[config.mk]
export PLATFORM = sky130hd
export DESIGN_NAME = rc_calibration
export DESIGN_NICKNAME = d
export VERILOG_FILES = /design/src/verilog/clock_unit_pkg.sv /design/src/verilog/clock_edge_detect.sv /design/src/verilog/rc_trim_control.sv /design/src/verilog/rc_calibration.sv
export SDC_FILE = /design/constraint.sdc
export NUM_CORES = 1
export LEC_CHECK = 0
export BUFFER_PORTS_ARGS = -buffer_cell sky130_fd_sc_hd__buf_2
export CELL_PAD_IN_SITES_DETAIL_PLACEMENT = 1
export CELL_PAD_IN_SITES_GLOBAL_PLACEMENT = 1
export CORE_UTILIZATION = 42
export DETAILED_ROUTE_END_ITERATION = 6
export GPL_TIMING_DRIVEN = 1
export HOLD_SLACK_MARGIN = 0.12
export PLACE_DENSITY = 0.79
export SLEW_MARGIN = 40
export SYNTH_ARGS = -nofsm -noshare
export SYNTH_HDL_FRONTEND = slang
export SYNTH_SLANG_ARGS = --single-unit
[constraint.sdc]
create_clock -name clk -period 2.9 [get_ports clk]
set_input_delay 0.435 -clock clk [delete_from_list [all_inputs] [get_ports clk]]
set_output_delay 0.435 -clock clk [all_outputs]
set_load 0.005 [all_outputs]
[src/verilog/clock_unit_pkg.sv]
// constants, field layouts and carrier types of the rc calibration block
// assumes a single 25 MHz system clock and a plain register port
`default_nettype none
package clock_unit_pkg;
    localparam int ADDR_W = 8;
    localparam int DATA_W = 32;
    localparam int CLK_HZ = 25_000_000;

    // register byte addresses
    localparam logic [ADDR_W-1:0] OFS_UNIT_CONTROL = 8'h00;
    localparam logic [ADDR_W-1:0] OFS_FAST_RC = 8'h04;
    localparam logic [ADDR_W-1:0] OFS_AUX_RC = 8'h08;
    localparam logic [ADDR_W-1:0] OFS_SLOW_RC = 8'h0C;
    localparam logic [ADDR_W-1:0] OFS_CAL_CONTROL = 8'h10;
    localparam logic [ADDR_W-1:0] OFS_CAL_COUNT = 8'h14;
    localparam logic [ADDR_W-1:0] OFS_UNIT_COMMAND = 8'h18;
    localparam logic [ADDR_W-1:0] OFS_STATUS = 8'h1C;
    localparam logic [ADDR_W-1:0] OFS_FLAG_CLEAR = 8'h20;
    localparam logic [ADDR_W-1:0] OFS_INFO_PAGE = 8'h40;

    // field positions
    localparam int FAST_MODE_LSB = 0;
    localparam int SLOW_MODE_LSB = 2;
    localparam int TRIM_LSB = 0;
    localparam int BAND_LSB = 8;
    localparam int MEAS_SEL_LSB = 0;
    localparam int REF_SEL_LSB = 2;
    localparam int REPEAT_BIT = 4;
    localparam int CMD_START_BIT = 0;
    localparam int CMD_HALT_BIT = 1;
    localparam int STAT_RUN_BIT = 0;
    localparam int STAT_READY_BIT = 1;
    localparam int CLEAR_READY_BIT = 0;

    localparam int SEL_W = 2;
    localparam int SOURCE_COUNT = 4;
    localparam int CAL_W = 20;
    localparam logic [CAL_W-1:0] CAL_MAX = 20'hFFFFF;
    localparam logic [CAL_W-1:0] CAL_TOP_RESET = 20'h00001;

    localparam int BAND_W = 3;
    localparam int BAND_COUNT = 6;
    localparam int TRIM_W = 8;
    localparam int SLOW_TRIM_W = 7;
    // band 3 is the 14 MHz band, default after reset
    localparam logic [BAND_W-1:0] BAND_RESET = 3'h3;
    // factory trim per band; values arbitrary
    localparam logic [TRIM_W-1:0] FACTORY_TRIM [BAND_COUNT] =
        '{8'h2A, 8'h4C, 8'h63, 8'h7F, 8'h9B, 8'hC4};
    // slow oscillator factory trim; value arbitrary
    localparam logic [SLOW_TRIM_W-1:0] SLOW_TRIM_RESET = 7'h40;

    typedef enum logic [1:0] {
        SRC_CRYSTAL = 2'h0,
        SRC_EXT_BUFFERED = 2'h1,
        SRC_EXT_DIGITAL = 2'h2
    } source_mode_t;

    typedef enum logic [1:0] {
        CAL_IDLE = 2'b01,
        CAL_RUN = 2'b10
    } cal_state_t;

    typedef struct packed {
        logic [BAND_W-1:0] band;
        logic [TRIM_W-1:0] trim;
    } rc_setting_t;

    typedef struct packed {
        logic [ADDR_W-1:0] addr;
        logic [DATA_W-1:0] wdata;
        logic write;
        logic read;
    } reg_request_t;
endpackage : clock_unit_pkg
`default_nettype wire

[src/verilog/clock_edge_detect.sv]
// turns an asynchronous oscillator level into one-cycle rising-edge ticks
// assumes the sampled clock is well below half of clk
`default_nettype none
module clock_edge_detect
    import clock_unit_pkg::*;
(
    input wire logic clk,
    input wire logic rst_n,
    input wire logic async_in,
    output logic tick
);
    logic stage1;
    logic stage2;
    logic stage3;
    logic settled;

    always_ff @(posedge clk) begin
        if (!rst_n) begin
            stage1 <= 1'b0;
            stage2 <= 1'b0;
            stage3 <= 1'b0;
        end else begin
            stage1 <= async_in;
            stage2 <= stage1;
            stage3 <= stage2;
        end
    end

    // a change counts only once the last two stages agree
    always_ff @(posedge clk) begin
        if (!rst_n) begin
            settled <= 1'b0;
            tick <= 1'b0;
        end else begin
            tick <= 1'b0;
            if (stage2 == stage3 && stage3 != settled) begin
                settled <= stage3;
                tick <= stage3;
            end
        end
    end
endmodule : clock_edge_detect
`default_nettype wire

[src/verilog/rc_trim_control.sv]
// band and trim holder of one fast rc oscillator
// assumes software writes a matching trim whenever it changes the band
`default_nettype none
module rc_trim_control
    import clock_unit_pkg::*;
(
    input wire logic clk,
    input wire logic rst_n,
    input wire logic write,
    input wire logic [DATA_W-1:0] wdata,
    output rc_setting_t setting
);
    // trim drives the oscillator directly, higher code runs faster
    always_ff @(posedge clk) begin
        if (!rst_n) begin
            setting.band <= BAND_RESET;
            setting.trim <= FACTORY_TRIM[BAND_RESET];
        end else if (write) begin
            setting.band <= wdata[BAND_LSB +: BAND_W];
            setting.trim <= wdata[TRIM_LSB +: TRIM_W];
        end
    end

    property p_reset_trim;
        @(posedge clk) disable iff (!rst_n)
        $rose(rst_n) |-> setting.trim == FACTORY_TRIM[BAND_RESET]
            && setting.band == BAND_RESET;
    endproperty
    a_reset_trim: assert property (p_reset_trim)
        else $error("fast rc not at 14 MHz factory trim after reset");
endmodule : rc_trim_control
`default_nettype wire

[src/verilog/rc_calibration.sv]
// rc oscillator calibration and trim block of the clock unit
// assumes oscillator clocks arrive as asynchronous levels on clock_sources
// What this block does
// start down and up counters together
// software loads top value at least one
// down counter spans top plus one ticks
// at zero capture up count, set flag
// single mode stops both counters at expiry
// repeat mode reloads top, restarts up count
// count register reads last captured value
// up counter saturates at maximum, never wraps
// halt command stops running calibration
// larger trim gives higher oscillator frequency
// fast oscillators offer selectable frequency bands
// reset loads 14 MHz band factory trim
// reset loads slow oscillator factory trim
// info page holds trim per band
// software updates trim when changing band
// crystal source modes allow external clock bypass
// ready flag sticky until software clears
//
// The placing of the registers and the plain strobed port are this design's own decisions.
`default_nettype none
module rc_calibration
    import clock_unit_pkg::*;
(
    input wire logic clk,
    input wire logic rst_n,
    input wire reg_request_t reg_request,
    output logic [DATA_W-1:0] read_data,
    input wire logic [SOURCE_COUNT-1:0] clock_sources,
    output rc_setting_t fast_rc_setting,
    output rc_setting_t aux_rc_setting,
    output logic [SLOW_TRIM_W-1:0] slow_rc_trim,
    output logic fast_crystal_bypass,
    output logic slow_crystal_bypass,
    output logic calibration_running,
    output logic calibration_ready_flag
);
    source_mode_t fast_crystal_source_mode;
    source_mode_t slow_crystal_source_mode;
    logic [SEL_W-1:0] measured_clock_select;
    logic [SEL_W-1:0] reference_clock_select;
    logic repeat_measure;
    logic [CAL_W-1:0] top_value;
    logic [CAL_W-1:0] captured;
    logic [CAL_W-1:0] down_count;
    logic [CAL_W-1:0] up_count;
    logic [CAL_W-1:0] next_up;
    cal_state_t state;
    logic ref_tick;
    logic meas_tick;
    logic wr_unit;
    logic wr_fast;
    logic wr_aux;
    logic wr_slow;
    logic wr_cal;
    logic wr_count;
    logic wr_cmd;
    logic wr_clear;
    logic start_cmd;
    logic calibration_halt_cmd;
    logic expiry;
    logic clear_ready;

    // write decode
    always_comb begin
        wr_unit = 1'b0;
        wr_fast = 1'b0;
        wr_aux = 1'b0;
        wr_slow = 1'b0;
        wr_cal = 1'b0;
        wr_count = 1'b0;
        wr_cmd = 1'b0;
        wr_clear = 1'b0;
        if (!reg_request.write) begin
            wr_unit = 1'b0;
        end else if (reg_request.addr == OFS_UNIT_CONTROL) begin
            wr_unit = 1'b1;
        end else if (reg_request.addr == OFS_FAST_RC) begin
            wr_fast = 1'b1;
        end else if (reg_request.addr == OFS_AUX_RC) begin
            wr_aux = 1'b1;
        end else if (reg_request.addr == OFS_SLOW_RC) begin
            wr_slow = 1'b1;
        end else if (reg_request.addr == OFS_CAL_CONTROL) begin
            wr_cal = 1'b1;
        end else if (reg_request.addr == OFS_CAL_COUNT) begin
            wr_count = 1'b1;
        end else if (reg_request.addr == OFS_UNIT_COMMAND) begin
            wr_cmd = 1'b1;
        end else if (reg_request.addr == OFS_FLAG_CLEAR) begin
            wr_clear = 1'b1;
        end
    end

    assign start_cmd = wr_cmd && reg_request.wdata[CMD_START_BIT];
    assign calibration_halt_cmd = wr_cmd && reg_request.wdata[CMD_HALT_BIT];
    assign clear_ready = wr_clear && reg_request.wdata[CLEAR_READY_BIT];

    rc_trim_control u_fast_rc (
        .clk(clk),
        .rst_n(rst_n),
        .write(wr_fast),
        .wdata(reg_request.wdata),
        .setting(fast_rc_setting)
    );

    rc_trim_control u_aux_rc (
        .clk(clk),
        .rst_n(rst_n),
        .write(wr_aux),
        .wdata(reg_request.wdata),
        .setting(aux_rc_setting)
    );

    always_ff @(posedge clk) begin
        if (!rst_n) begin
            slow_rc_trim <= SLOW_TRIM_RESET;
        end else if (wr_slow) begin
            slow_rc_trim <= reg_request.wdata[TRIM_LSB +: SLOW_TRIM_W];
        end
    end

    // crystal source modes; any non-crystal mode takes the pin clock as is
    always_ff @(posedge clk) begin
        if (!rst_n) begin
            fast_crystal_source_mode <= SRC_CRYSTAL;
            slow_crystal_source_mode <= SRC_CRYSTAL;
            fast_crystal_bypass <= 1'b0;
            slow_crystal_bypass <= 1'b0;
        end else if (wr_unit) begin
            fast_crystal_source_mode <= source_mode_t'(
                reg_request.wdata[FAST_MODE_LSB +: 2]);
            slow_crystal_source_mode <= source_mode_t'(
                reg_request.wdata[SLOW_MODE_LSB +: 2]);
            fast_crystal_bypass <=
                reg_request.wdata[FAST_MODE_LSB +: 2] != SRC_CRYSTAL;
            slow_crystal_bypass <=
                reg_request.wdata[SLOW_MODE_LSB +: 2] != SRC_CRYSTAL;
        end
    end

    always_ff @(posedge clk) begin
        if (!rst_n) begin
            measured_clock_select <= '0;
            reference_clock_select <= '0;
            repeat_measure <= 1'b0;
        end else if (wr_cal) begin
            measured_clock_select <= reg_request.wdata[MEAS_SEL_LSB +: SEL_W];
            reference_clock_select <= reg_request.wdata[REF_SEL_LSB +: SEL_W];
            repeat_measure <= reg_request.wdata[REPEAT_BIT];
        end
    end

    // software keeps the top value at one or more
    always_ff @(posedge clk) begin
        if (!rst_n) begin
            top_value <= CAL_TOP_RESET;
        end else if (wr_count) begin
            top_value <= reg_request.wdata[CAL_W-1:0];
        end
    end

    // muxing before the synchroniser: a select change may yield one stray tick
    clock_edge_detect u_ref_edge (
        .clk(clk),
        .rst_n(rst_n),
        .async_in(clock_sources[reference_clock_select]),
        .tick(ref_tick)
    );

    clock_edge_detect u_meas_edge (
        .clk(clk),
        .rst_n(rst_n),
        .async_in(clock_sources[measured_clock_select]),
        .tick(meas_tick)
    );

    assign expiry = state == CAL_RUN && ref_tick && down_count == '0;

    // saturating increment, never wraps
    always_comb begin
        next_up = up_count;
        if (meas_tick && up_count != CAL_MAX) begin
            next_up = up_count + 1'b1;
        end
    end

    // halt wins over a start written in the same command
    always_ff @(posedge clk) begin
        if (!rst_n) begin
            state <= CAL_IDLE;
        end else begin
            case (state)
                CAL_IDLE: begin
                    if (start_cmd && !calibration_halt_cmd) begin
                        state <= CAL_RUN;
                    end
                end
                CAL_RUN: begin
                    if (calibration_halt_cmd) begin
                        state <= CAL_IDLE;
                    end else if (start_cmd) begin
                        state <= CAL_RUN;
                    end else if (expiry && !repeat_measure) begin
                        state <= CAL_IDLE;
                    end
                end
                default: begin
                    state <= CAL_IDLE;
                end
            endcase
        end
    end

    always_ff @(posedge clk) begin
        if (!rst_n) begin
            calibration_running <= 1'b0;
        end else if (calibration_halt_cmd) begin
            calibration_running <= 1'b0;
        end else if (start_cmd) begin
            calibration_running <= 1'b1;
        end else if (expiry && !repeat_measure) begin
            calibration_running <= 1'b0;
        end
    end

    always_ff @(posedge clk) begin
        if (!rst_n) begin
            down_count <= CAL_TOP_RESET;
            up_count <= '0;
        end else if (start_cmd) begin
            down_count <= top_value;
            up_count <= '0;
        end else if (state == CAL_RUN && !calibration_halt_cmd) begin
            if (expiry) begin
                // single mode leaves both values frozen until the next start
                if (repeat_measure) begin
                    down_count <= top_value;
                    up_count <= '0;
                end
            end else begin
                up_count <= next_up;
                if (ref_tick) begin
                    down_count <= down_count - 1'b1;
                end
            end
        end
    end

    always_ff @(posedge clk) begin
        if (!rst_n) begin
            captured <= '0;
        end else if (expiry && !calibration_halt_cmd) begin
            captured <= next_up;
        end
    end

    // a capture in the clearing cycle keeps the flag set
    always_ff @(posedge clk) begin
        if (!rst_n) begin
            calibration_ready_flag <= 1'b0;
        end else if (expiry && !calibration_halt_cmd) begin
            calibration_ready_flag <= 1'b1;
        end else if (clear_ready) begin
            calibration_ready_flag <= 1'b0;
        end
    end

    // read data one cycle after the strobe; unmapped reads return zero
    always_ff @(posedge clk) begin
        if (!rst_n) begin
            read_data <= '0;
        end else if (!reg_request.read) begin
            read_data <= '0;
        end else if (reg_request.addr == OFS_UNIT_CONTROL) begin
            read_data <= DATA_W'({slow_crystal_source_mode,
                fast_crystal_source_mode});
        end else if (reg_request.addr == OFS_FAST_RC) begin
            read_data <= DATA_W'(fast_rc_setting);
        end else if (reg_request.addr == OFS_AUX_RC) begin
            read_data <= DATA_W'(aux_rc_setting);
        end else if (reg_request.addr == OFS_SLOW_RC) begin
            read_data <= DATA_W'(slow_rc_trim);
        end else if (reg_request.addr == OFS_CAL_CONTROL) begin
            read_data <= DATA_W'({repeat_measure, reference_clock_select,
                measured_clock_select});
        end else if (reg_request.addr == OFS_CAL_COUNT) begin
            read_data <= DATA_W'(captured);
        end else if (reg_request.addr == OFS_STATUS) begin
            read_data <= DATA_W'({calibration_ready_flag,
                calibration_running});
        end else if (reg_request.addr[7:5] == OFS_INFO_PAGE[7:5]
                && reg_request.addr[4:2] < BAND_COUNT) begin
            read_data <= DATA_W'(FACTORY_TRIM[reg_request.addr[4:2]]);
        end else begin
            read_data <= '0;
        end
    end

    property p_start_loads;
        @(posedge clk) disable iff (!rst_n)
        start_cmd && !calibration_halt_cmd |=> state == CAL_RUN
            && up_count == '0 && down_count == $past(top_value);
    endproperty
    a_start_loads: assert property (p_start_loads)
        else $error("start did not launch both counters");

    property p_down_step;
        @(posedge clk) disable iff (!rst_n)
        state == CAL_RUN && ref_tick && down_count != '0
            && !wr_cmd |=> down_count == $past(down_count) - 1'b1;
    endproperty
    a_down_step: assert property (p_down_step)
        else $error("down counter did not step on reference tick");

    property p_capture;
        @(posedge clk) disable iff (!rst_n)
        expiry && !wr_cmd |=> calibration_ready_flag
            && captured == $past(next_up);
    endproperty
    a_capture: assert property (p_capture)
        else $error("expiry did not capture and flag");

    property p_single_stop;
        @(posedge clk) disable iff (!rst_n)
        expiry && !repeat_measure && !wr_cmd |=> state == CAL_IDLE
            && !calibration_running
            ##1 ($stable(up_count) || $past(start_cmd));
    endproperty
    a_single_stop: assert property (p_single_stop)
        else $error("single measurement kept counting");

    property p_repeat_reload;
        @(posedge clk) disable iff (!rst_n)
        expiry && repeat_measure && !wr_cmd |=> state == CAL_RUN
            && up_count == '0 && down_count == $past(top_value);
    endproperty
    a_repeat_reload: assert property (p_repeat_reload)
        else $error("repeat mode did not reload");

    property p_count_read;
        @(posedge clk) disable iff (!rst_n)
        reg_request.read && reg_request.addr == OFS_CAL_COUNT
            |=> read_data == DATA_W'($past(captured));
    endproperty
    a_count_read: assert property (p_count_read)
        else $error("count read did not return captured value");

    property p_saturate;
        @(posedge clk) disable iff (!rst_n)
        state == CAL_RUN && up_count == CAL_MAX && !wr_cmd && !expiry
            |=> up_count == CAL_MAX;
    endproperty
    a_saturate: assert property (p_saturate)
        else $error("up counter wrapped");

    property p_halt;
        @(posedge clk) disable iff (!rst_n)
        calibration_halt_cmd |=> !calibration_running && state == CAL_IDLE;
    endproperty
    a_halt: assert property (p_halt)
        else $error("halt did not stop calibration");

    property p_slow_reset;
        @(posedge clk) disable iff (!rst_n)
        $rose(rst_n) |-> slow_rc_trim == SLOW_TRIM_RESET;
    endproperty
    a_slow_reset: assert property (p_slow_reset)
        else $error("slow rc trim not at factory value");

    property p_bypass;
        @(posedge clk) disable iff (!rst_n)
        wr_unit |=> fast_crystal_bypass
            == ($past(reg_request.wdata[FAST_MODE_LSB +: 2]) != SRC_CRYSTAL);
    endproperty
    a_bypass: assert property (p_bypass)
        else $error("fast crystal bypass does not follow mode");

    property p_sticky;
        @(posedge clk) disable iff (!rst_n)
        calibration_ready_flag && !clear_ready |=> calibration_ready_flag;
    endproperty
    a_sticky: assert property (p_sticky)
        else $error("ready flag dropped without clear");

    c_single: cover property (@(posedge clk) disable iff (!rst_n)
        expiry && !repeat_measure);
    c_repeat: cover property (@(posedge clk) disable iff (!rst_n)
        expiry && repeat_measure ##[1:200] expiry);
    c_halt: cover property (@(posedge clk) disable iff (!rst_n)
        state == CAL_RUN && calibration_halt_cmd);
endmodule : rc_calibration
`default_nettype wire

==> flow_metrics.tcl, run 1 <==
set metrics [dict create \
    htreeDepth 4 \
    r2r_start "up_count[3]$_SDFFE_PP0P_" \
    cts_inserted_buffers 17 \
    place_congestion 0.913 \
    std_cell_rows 47 \
    ys_ff_latch 154 \
    cp_cell_sequence "nand4_1 -> nor2_1 -> and4_1 -> xor2_1 -> nor3_1 -> nor3b_1" \
    hold-path-cell-count 3 \
    p_comb_share_pct 3.9 \
    hold_end "top_value[16]$_SDFFE_PN0P_" \
    seqPwrFrac_pct 47.7 \
    power_leakage_nw 3.26 \
    cp_num_buf_inv 0 \
    fin_tns_setup_ns 0 \
    switching_share_pct 24.2 \
    die_area_um2 17700 \
    ant_nets 0 \
    finalCriticalPeriod_ns 2.58 \
    r2r_end "captured[16]$_SDFFE_PN0P_" \
    cp_max_fo 10 \
    vias_per_cell 5.83 \
    worst_pin_slew_ns 0.705 \
    switching_power_mw 1.08 \
    grt_pass1_vias 6859 \
    fill_cells 2047 \
    dieHeight_um 133 \
    critPathMaxStageDelay_ns 0.63 \
    syn_avg_cell_area_um2 8.18 \
    routed_wl_mm 23.4 \
    intPower_mw 3.39 \
    fin_nets 1023 \
    diodes 0 \
    crit_family "simple AND/OR/NAND/NOR gates" \
    min_from "reg_request[18]" \
    hp-class "input pin to flop" \
    clock-root-buffer "clkbuf_16" \
    fin_crit_sh_pct 89.0 \
    pwr-share-clk_pct 48.4 \
    clkTransAtPathRegs_ns 0.07 \
    initial_utilization_pct 43.3 \
    ff2ff_setup_slack_ns 0.32 \
    drv_slew 0 \
    vias 7022 \
    ys_types 66 \
    cts_hold_repair.buffers 0 \
    synthToLayoutAreaGrowth_pct 18.8 \
    synthCells 880 \
    drv_cap 0 \
    synth_edf_count 0 \
    cts_tree "done" \
    drt-initial-drc-count 394 \
    crit_path_end_kind "flop" \
    rsz0062_at_grt "false" \
    wl_per_cell_um 19.4 \
    grt_max_degree 43 \
    seq_area_frac_synth_pct 42.8 \
    layout-drive-gt1-share_pct 17.5 \
    clkLatencyLatePin_ns 0.43 \
    antenna_found_initial 1 \
    cpMaxStageDelayCell "nor2_1" \
    io_buffers 88 \
    status "complete, no violations" \
    cts_sinks 154 \
    synth_ff_type "dfxtp_1" \
    power_per_cell_area_nw_per_um2 522 \
    firstDrtPassIters 5 \
    ys_warn_count 0 \
    worstSetupPathType "flop to flop" \
    die_w_um 133 \
    async_flop_share_pct 0 \
    hold_slack_ns 0.250 \
    ios 113 \
    track_usage_pct 27.1 \
    clk_path_buf_depth 2 \
    arrival_ns 2.90 \
    clock_skew_ns 0.00766 \
    cp.required_ns 3.22 \
    final-hold-violation-count 0 \
    synthesis.area_um2 7200 \
    timing.fmax_mhz 388 \
    start_kind "flop" \
    reg2reg_depth 6 \
    hpwl_mm 16.4 \
    slew_headroom_pct 52.7 \
    grt_first_pass_wirelength_mm 37.4 \
    drcViolationCount 0 \
    peakVddDrop_v 0.000461 \
    overflow 0 \
    finalSetupViolCount 0 \
    core_um2 16600 \
]
power by group through the flow:
stage | sequential (mW) | combinational, mW | clock, mW
after floorplan | 2.18 | 0.104 | 0
after global placement | 2.18 | 0.167 | 0
after detailed placement | 2.18 | 0.168 | 0
after CTS | 2.13 | 0.170 | 2.20
after global routing | 2.13 | 0.185 | 2.30
final | 2.13 | 0.172 | 2.16
worst min-delay path, stage by stage:
cell and delay, ns:
buf_2 0.09, nand2_1 0.04, a21boi_0 0.06
cells by family (layout without fill, tap and decap cells):
group	after synthesis	after routing	synth area share, %
xor+xnor	22	22	2.68
mux	5	5	1.04
compound gates	232	232	22.3
other cells	1	12	0.0521
buf+inv	77	170	4.80
flops	154	154	42.8
simple gates	385	385	25.6
fa+ha+maj	4	4	0.695
worst max-delay path by stage:
stage | start | end | slack [ns] | cells past startpoint
after global placement | reg_request[38] | down_count[13]$_SDFFE_PN0P_ | 0.30 | 7
after detailed placement | reg_request[38] | down_count[13]$_SDFFE_PN0P_ | 0.26 | 7
final | up_count[3]$_SDFFE_PP0P_ | captured[16]$_SDFFE_PN0P_ | 0.32 | 6
after floorplan | reg_request[36] | down_count[3]$_SDFFE_PN0P_ | 0.48 | 8
after global routing | up_count[3]$_SDFFE_PP0P_ | captured[16]$_SDFFE_PN0P_ | 0.21 | 6
after CTS | down_count[0]$_SDFFE_PN1P_ | down_count[16]$_SDFFE_PN0P_ | 0.23 | 9
routing by layer:
| layer | vias up | track usage, % | part of all wire, % |
|---|---|---|---|
| met3 | 41 | 4.90 | 4.6 |
| met5 | - | 0 | 0.056 |
| met2 | 210 | 44.6 | 48 |
| met4 | 2 | 9.96 | 2.3 |
| li1 | 3327 | - | - |
| met1 | 3442 | 35.3 | 45 |
registers in the layout (all words and copies together), names as in the netlist, 7 cells and up:
register           flops
u_aux_rc.setting      11
u_fast_rc.setting     11
read_data             20
captured              20
top_value             20
up_count              20
down_count            20
slow_rc_trim           7
through the flow:
step                      total power, mW  instance area (µm²)  utilization, %  std cells  worst slack [ns]
final                                4.47                 8550            51.4       1204             0.320
after global routing                 4.61                 8550            51.4       1204             0.205
after CTS                            4.50                 8550            51.4       1204             0.229
after detailed placement             2.35                 7980            48.0       1172             0.256
after global placement               2.35                 7980            48.0       1172             0.296
after floorplan                      2.28                 7240               -        891             0.484
cell type report:
| cell class | count | area (µm²) | area share [%] |
|---|---|---|---|
| inverter | 10 | 37.5 | 0.439 |
| multi-input combinational | 660 | 3820 | 44.7 |
| timing repair buffer | 128 | 766 | 8.95 |
| clock inverter | 13 | 135 | 1.58 |
| tap | 220 | 275 | 3.22 |
| sequential | 154 | 3080 | 36.0 |
| clock buffer | 19 | 433 | 5.06 |
synth_stat cells (all sizes together), types with 6 or more instances:
master    n  area (µm²)
nand2   155         582
dfxtp   154        3080
nand3    56         280
nor2     56         213
a21oi    48         244
clkbuf   48         180
a21boi   47         353
o21ai    43         215
and2     21         131
buf      19         128
nor3     19         100
xor2     16         140
nand4    15        93.8
a311oi   11        96.3
o22ai    11        68.8
and3     10        62.6
nor4     10        68.8
inv       9        33.8
or3       9        56.3
o211ai    8        60.1
a22oi     7        52.6
and4      6        52.6
xnor2     6        52.6
cells in the final DEF (no fill, tap or decap), types with 4 or more instances in the layout:
cell	synthesis	routed
nand2_1	155	155
dfxtp_1	154	154
buf_2	6	88
nand3_1	56	56
nor2_1	55	55
a21oi_1	47	47
a21boi_0	47	47
o21ai_0	40	40
buf_4	13	38
and2_1	21	21
nor3_1	18	18
clkbuf_16	0	17
xor2_1	16	16
nand4_1	15	15
conb_1	1	12
o22ai_1	11	11
a311oi_1	11	11
and3_1	10	10
inv_1	9	9
nor4_1	9	9
or3_1	9	9
o211ai_1	8	8
a22oi_1	7	7
and4_1	6	6
xnor2_1	6	6
nor2b_1	5	5
a31oi_1	5	5
a211oi_1	5	5
nand2b_1	5	5
a221oi_1	5	5
a222oi_1	5	5
inv_6	0	5
o21a_1	4	4
a22o_1	4	4
ha_1	4	4
clkinvlp_4	0	4
timing repair:
item / CTS / global route
gates resized for setup: 0 / 1
setup buffers: 0 / 0
endpoints found under the setup margin: 0 / 1
endpoints found under the hold margin: 0 / 0
No activity file was read; power rests on OpenSTA's default activity.
==> run 2: changes to the inputs <==
- PLACE_DENSITY: 0.79 -> 0.78
- SYNTH_HIERARCHICAL: unset -> 1
==> run 2 against run 1 <==
  * Clock power grew 11%
  * Largest power group unchanged
  * Critical path type unchanged
  * Synthesized area grew 1.4%
  * Fmax shrank 3.1%
  * Clock skew grew 0.0043 ns
  * Sequential share of layout area shrank 1.0 points
  * Non-clock buffer count grew 12
  * Power grew 4.9%
==> flow_metrics.tcl, run 2 <==
set metrics [dict create \
    async_flop_share_pct 0 \
    ant_nets 0 \
    core_um2 16800 \
    syn_avg_cell_area_um2 8.30 \
    cts_setup_buffers 0 \
    antenna_found_initial 0 \
    cp.required_ns 3.22 \
    r2r_end "down_count[15]$_SDFFE_PN0P_" \
    cts_resized 0 \
    worst_pin_slew_ns 0.797 \
    synth_top_area_share_pct 42.2 \
    r2r_start "down_count[0]$_SDFFE_PN1P_" \
    cp_num_buf_inv 2 \
    hpwl_mm 17.6 \
    drv_slew 0 \
    layout_commonest_cell "dfxtp_1" \
    seq_area_frac_synth_pct 42.2 \
    power_per_cell_area_nw_per_um2 532 \
    arrival_ns 2.98 \
    power_leakage_nw 3.29 \
    ys_ff_latch 154 \
    start_kind "flop" \
    cts_tree "done" \
    use_met3_pct 5.48 \
    track_usage_pct 28.5 \
    timing.fmax_mhz 376 \
    fill_cells 2053 \
    std_cell_rows 47 \
    ff2ff_setup_slack_ns 0.24 \
    cts_hold_repair.buffers 0 \
    crit_family "simple AND/OR/NAND/NOR gates" \
    synthToLayoutAreaGrowth_pct 20.6 \
    final_core_util_pct 52.5 \
    seq_area_um2 3080 \
    vias 7196 \
    initial_utilization_pct 43.6 \
    peakVddDrop_v 0.000498 \
    critical_path.startpoint "down_count[0]$_SDFFE_PN1P_" \
    worst_path_most_repeated_cell "nand2_1" \
    overflow 0 \
    slew_headroom_pct 46.7 \
    place_congestion 0.942 \
    gr-max-usage-layer "met2" \
    dieHeight_um 134 \
    cp_cell_sequence "inv_1 -> ha_1 -> or3b_2 -> nor4_2 -> buf_4 -> a21o_1 -> nand2_1 -> nand2_1 -> o22ai_1" \
    cp_max_fo 7 \
    fin_tns_setup_ns 0 \
    finalCriticalPeriod_ns 2.66 \
    ys_warn_count 6 \
    synth.most_common_cell "dfxtp_1" \
    status "complete, no violations" \
    diodes 0 \
    clkTransAtPathRegs_ns 0.07 \
    rsz0062_at_grt "false" \
    synthesis.area_um2 7300 \
    finalInstanceArea_um2 8810 \
    grt_first_pass_wirelength_mm 39.6 \
    ys_types 76 \
    reg2reg_depth 9 \
    htreeDepth 4 \
    critPathMaxStageDelay_ns 0.53 \
    crit_path_end_kind "flop" \
    wl_per_cell_um 20.1 \
    synth_common_cells "dfxtp_1 (154), nand2_1 (138), a21oi_1 (88), nor2_1 (71), o21ai_0 (45)" \
    grt_max_degree 51 \
    clock_skew_ns 0.0119 \
    cts_sinks 154 \
    clkLatencyLatePin_ns 0.45 \
    die_area_um2 17900 \
    layout-drive-gt1-share_pct 19.7 \
    cts_inserted_buffers 17 \
    fin_crit_sh_pct 91.8 \
    fin_nets 1044 \
    finalSetupViolCount 0 \
    synth_edf_count 0 \
    grtUsageMet2_pct 47.1 \
    dpl_cell_area_um2 8170 \
    vias_per_cell 5.87 \
    cp.depth 9 \
    clock-root-buffer "clkbuf_16" \
    final-hold-violation-count 0 \
    yosys.area.top_type "dfxtp_1" \
    synthTopCellsByArea "dfxtp_1 (42%), nand2_1 (7.1%), a21oi_1 (6.0%), mux2i_1 (4.7%), nor2_1 (3.7%)" \
    multi_input_area_um2 3920 \
    drt-initial-drc-count 335 \
    layout.cells.most_common_list "dfxtp_1 (154), nand2_1 (138), buf_2 (88)" \
    met1_usage_pct 35.9 \
    cpMaxStageDelayCell "or3b_2" \
    die_w_um 134 \
    routed_wl_mm 24.6 \
    drcViolationCount 0 \
    io_buffers 88 \
    firstDrtPassIters 6 \
    worstSetupEndpoint "down_count[15]$_SDFFE_PN0P_" \
    ios 113 \
    synthCells 880 \
    worstSetupPathType "flop to flop" \
    grt_pass1_vias 7433 \
    synth_ff_type "dfxtp_1" \
    drv_cap 0 \
    clk_path_buf_depth 2 \
    hp-class "input pin to flop" \
]
-- run 2: cell types whose count changed in the layout (fill, tap and decap cells not counted), moves of 8 or more --
cell	before	now
xor2_1	16	5
nand3_1	56	27
mux2i_1	3	34
a21oi_1	47	87
nand2_1	155	138
a21boi_0	47	3
buf_4	38	50
nor2_1	55	71
nor4_1	9	17
-- run 2: worst min path at each step --
stage,startpoint,end,cells after the start
2_1_floorplan,captured[11]$_SDFFE_PN0P_,read_data[11]$_SDFF_PP0_,1
3_3_place_gp,top_value[10]$_SDFFE_PN0P_,down_count[10]$_SDFFE_PN0P_,1
3_5_place_dp,captured[12]$_SDFFE_PN0P_,read_data[12]$_SDFF_PP0_,1
4_1_cts,reg_request[13],top_value[11]$_SDFFE_PN0P_,3
5_1_grt,reg_request[13],top_value[11]$_SDFFE_PN0P_,3
6_report,reg_request[13],top_value[11]$_SDFFE_PN0P_,3
-- run 2: per-layer routing --
layer  wire length, µm  vias up
li1                  -     3398
met1             10900     3553
met2             11900      190
met3              1080       55
met4               703        0
met5                 0        -
-- run 2: where the power goes --
part           switching (mW)  internal [mW]
Sequential            0.00538           2.12
Combinational           0.120         0.0567
Clock                    1.12           1.27
Total                    1.25           3.44
-- run 2: layout make-up --
class                           instances  area share (%)
Timing Repair Buffer                  140            9.72
Sequential cell                       154            35.0
Clock inverter                         15            2.44
Tap cell                              220            3.13
Inverter                                9           0.384
Clock buffer                           17            4.83
Multi-Input combinational cell        670            44.5
-- run 2: tightest hold or removal path: cells and delay by family --
family	cells	cell delay [ns]
buffers and inverters	1	0.09
AOI/OAI and AO/OA	1	0.05
and+or+nand+nor	1	0.05
-- run 2: cell families (layout without fill, tap and decap cells) --
family / after synthesis / after routing / share of synthesized area [%]
buffers and inverters: 67 / 181 / 4.82
and+or+nand+nor: 371 / 371 / 24.9
DFF: 154 / 154 / 42.2
adders and majority gates: 4 / 4 / 0.686
muxes: 39 / 39 / 5.79
xor gates and xnor gates: 16 / 16 / 1.92
AOI/OAI and AO/OA: 228 / 228 / 19.6
other: 1 / 12 / 0.0514
-- run 2: per-stage QoR --
stage | worst slack [ns] | hold WS, ns | power [mW] | std cells
after floorplan | 0.475 | 0.424 | 2.27 | 891
after global placement | 0.233 | 0.434 | 2.34 | 1193
after detailed placement | 0.206 | 0.438 | 2.35 | 1193
after CTS | 0.266 | 0.214 | 4.72 | 1225
after global routing | 0.102 | 0.224 | 4.82 | 1225
final | 0.238 | 0.227 | 4.69 | 1225
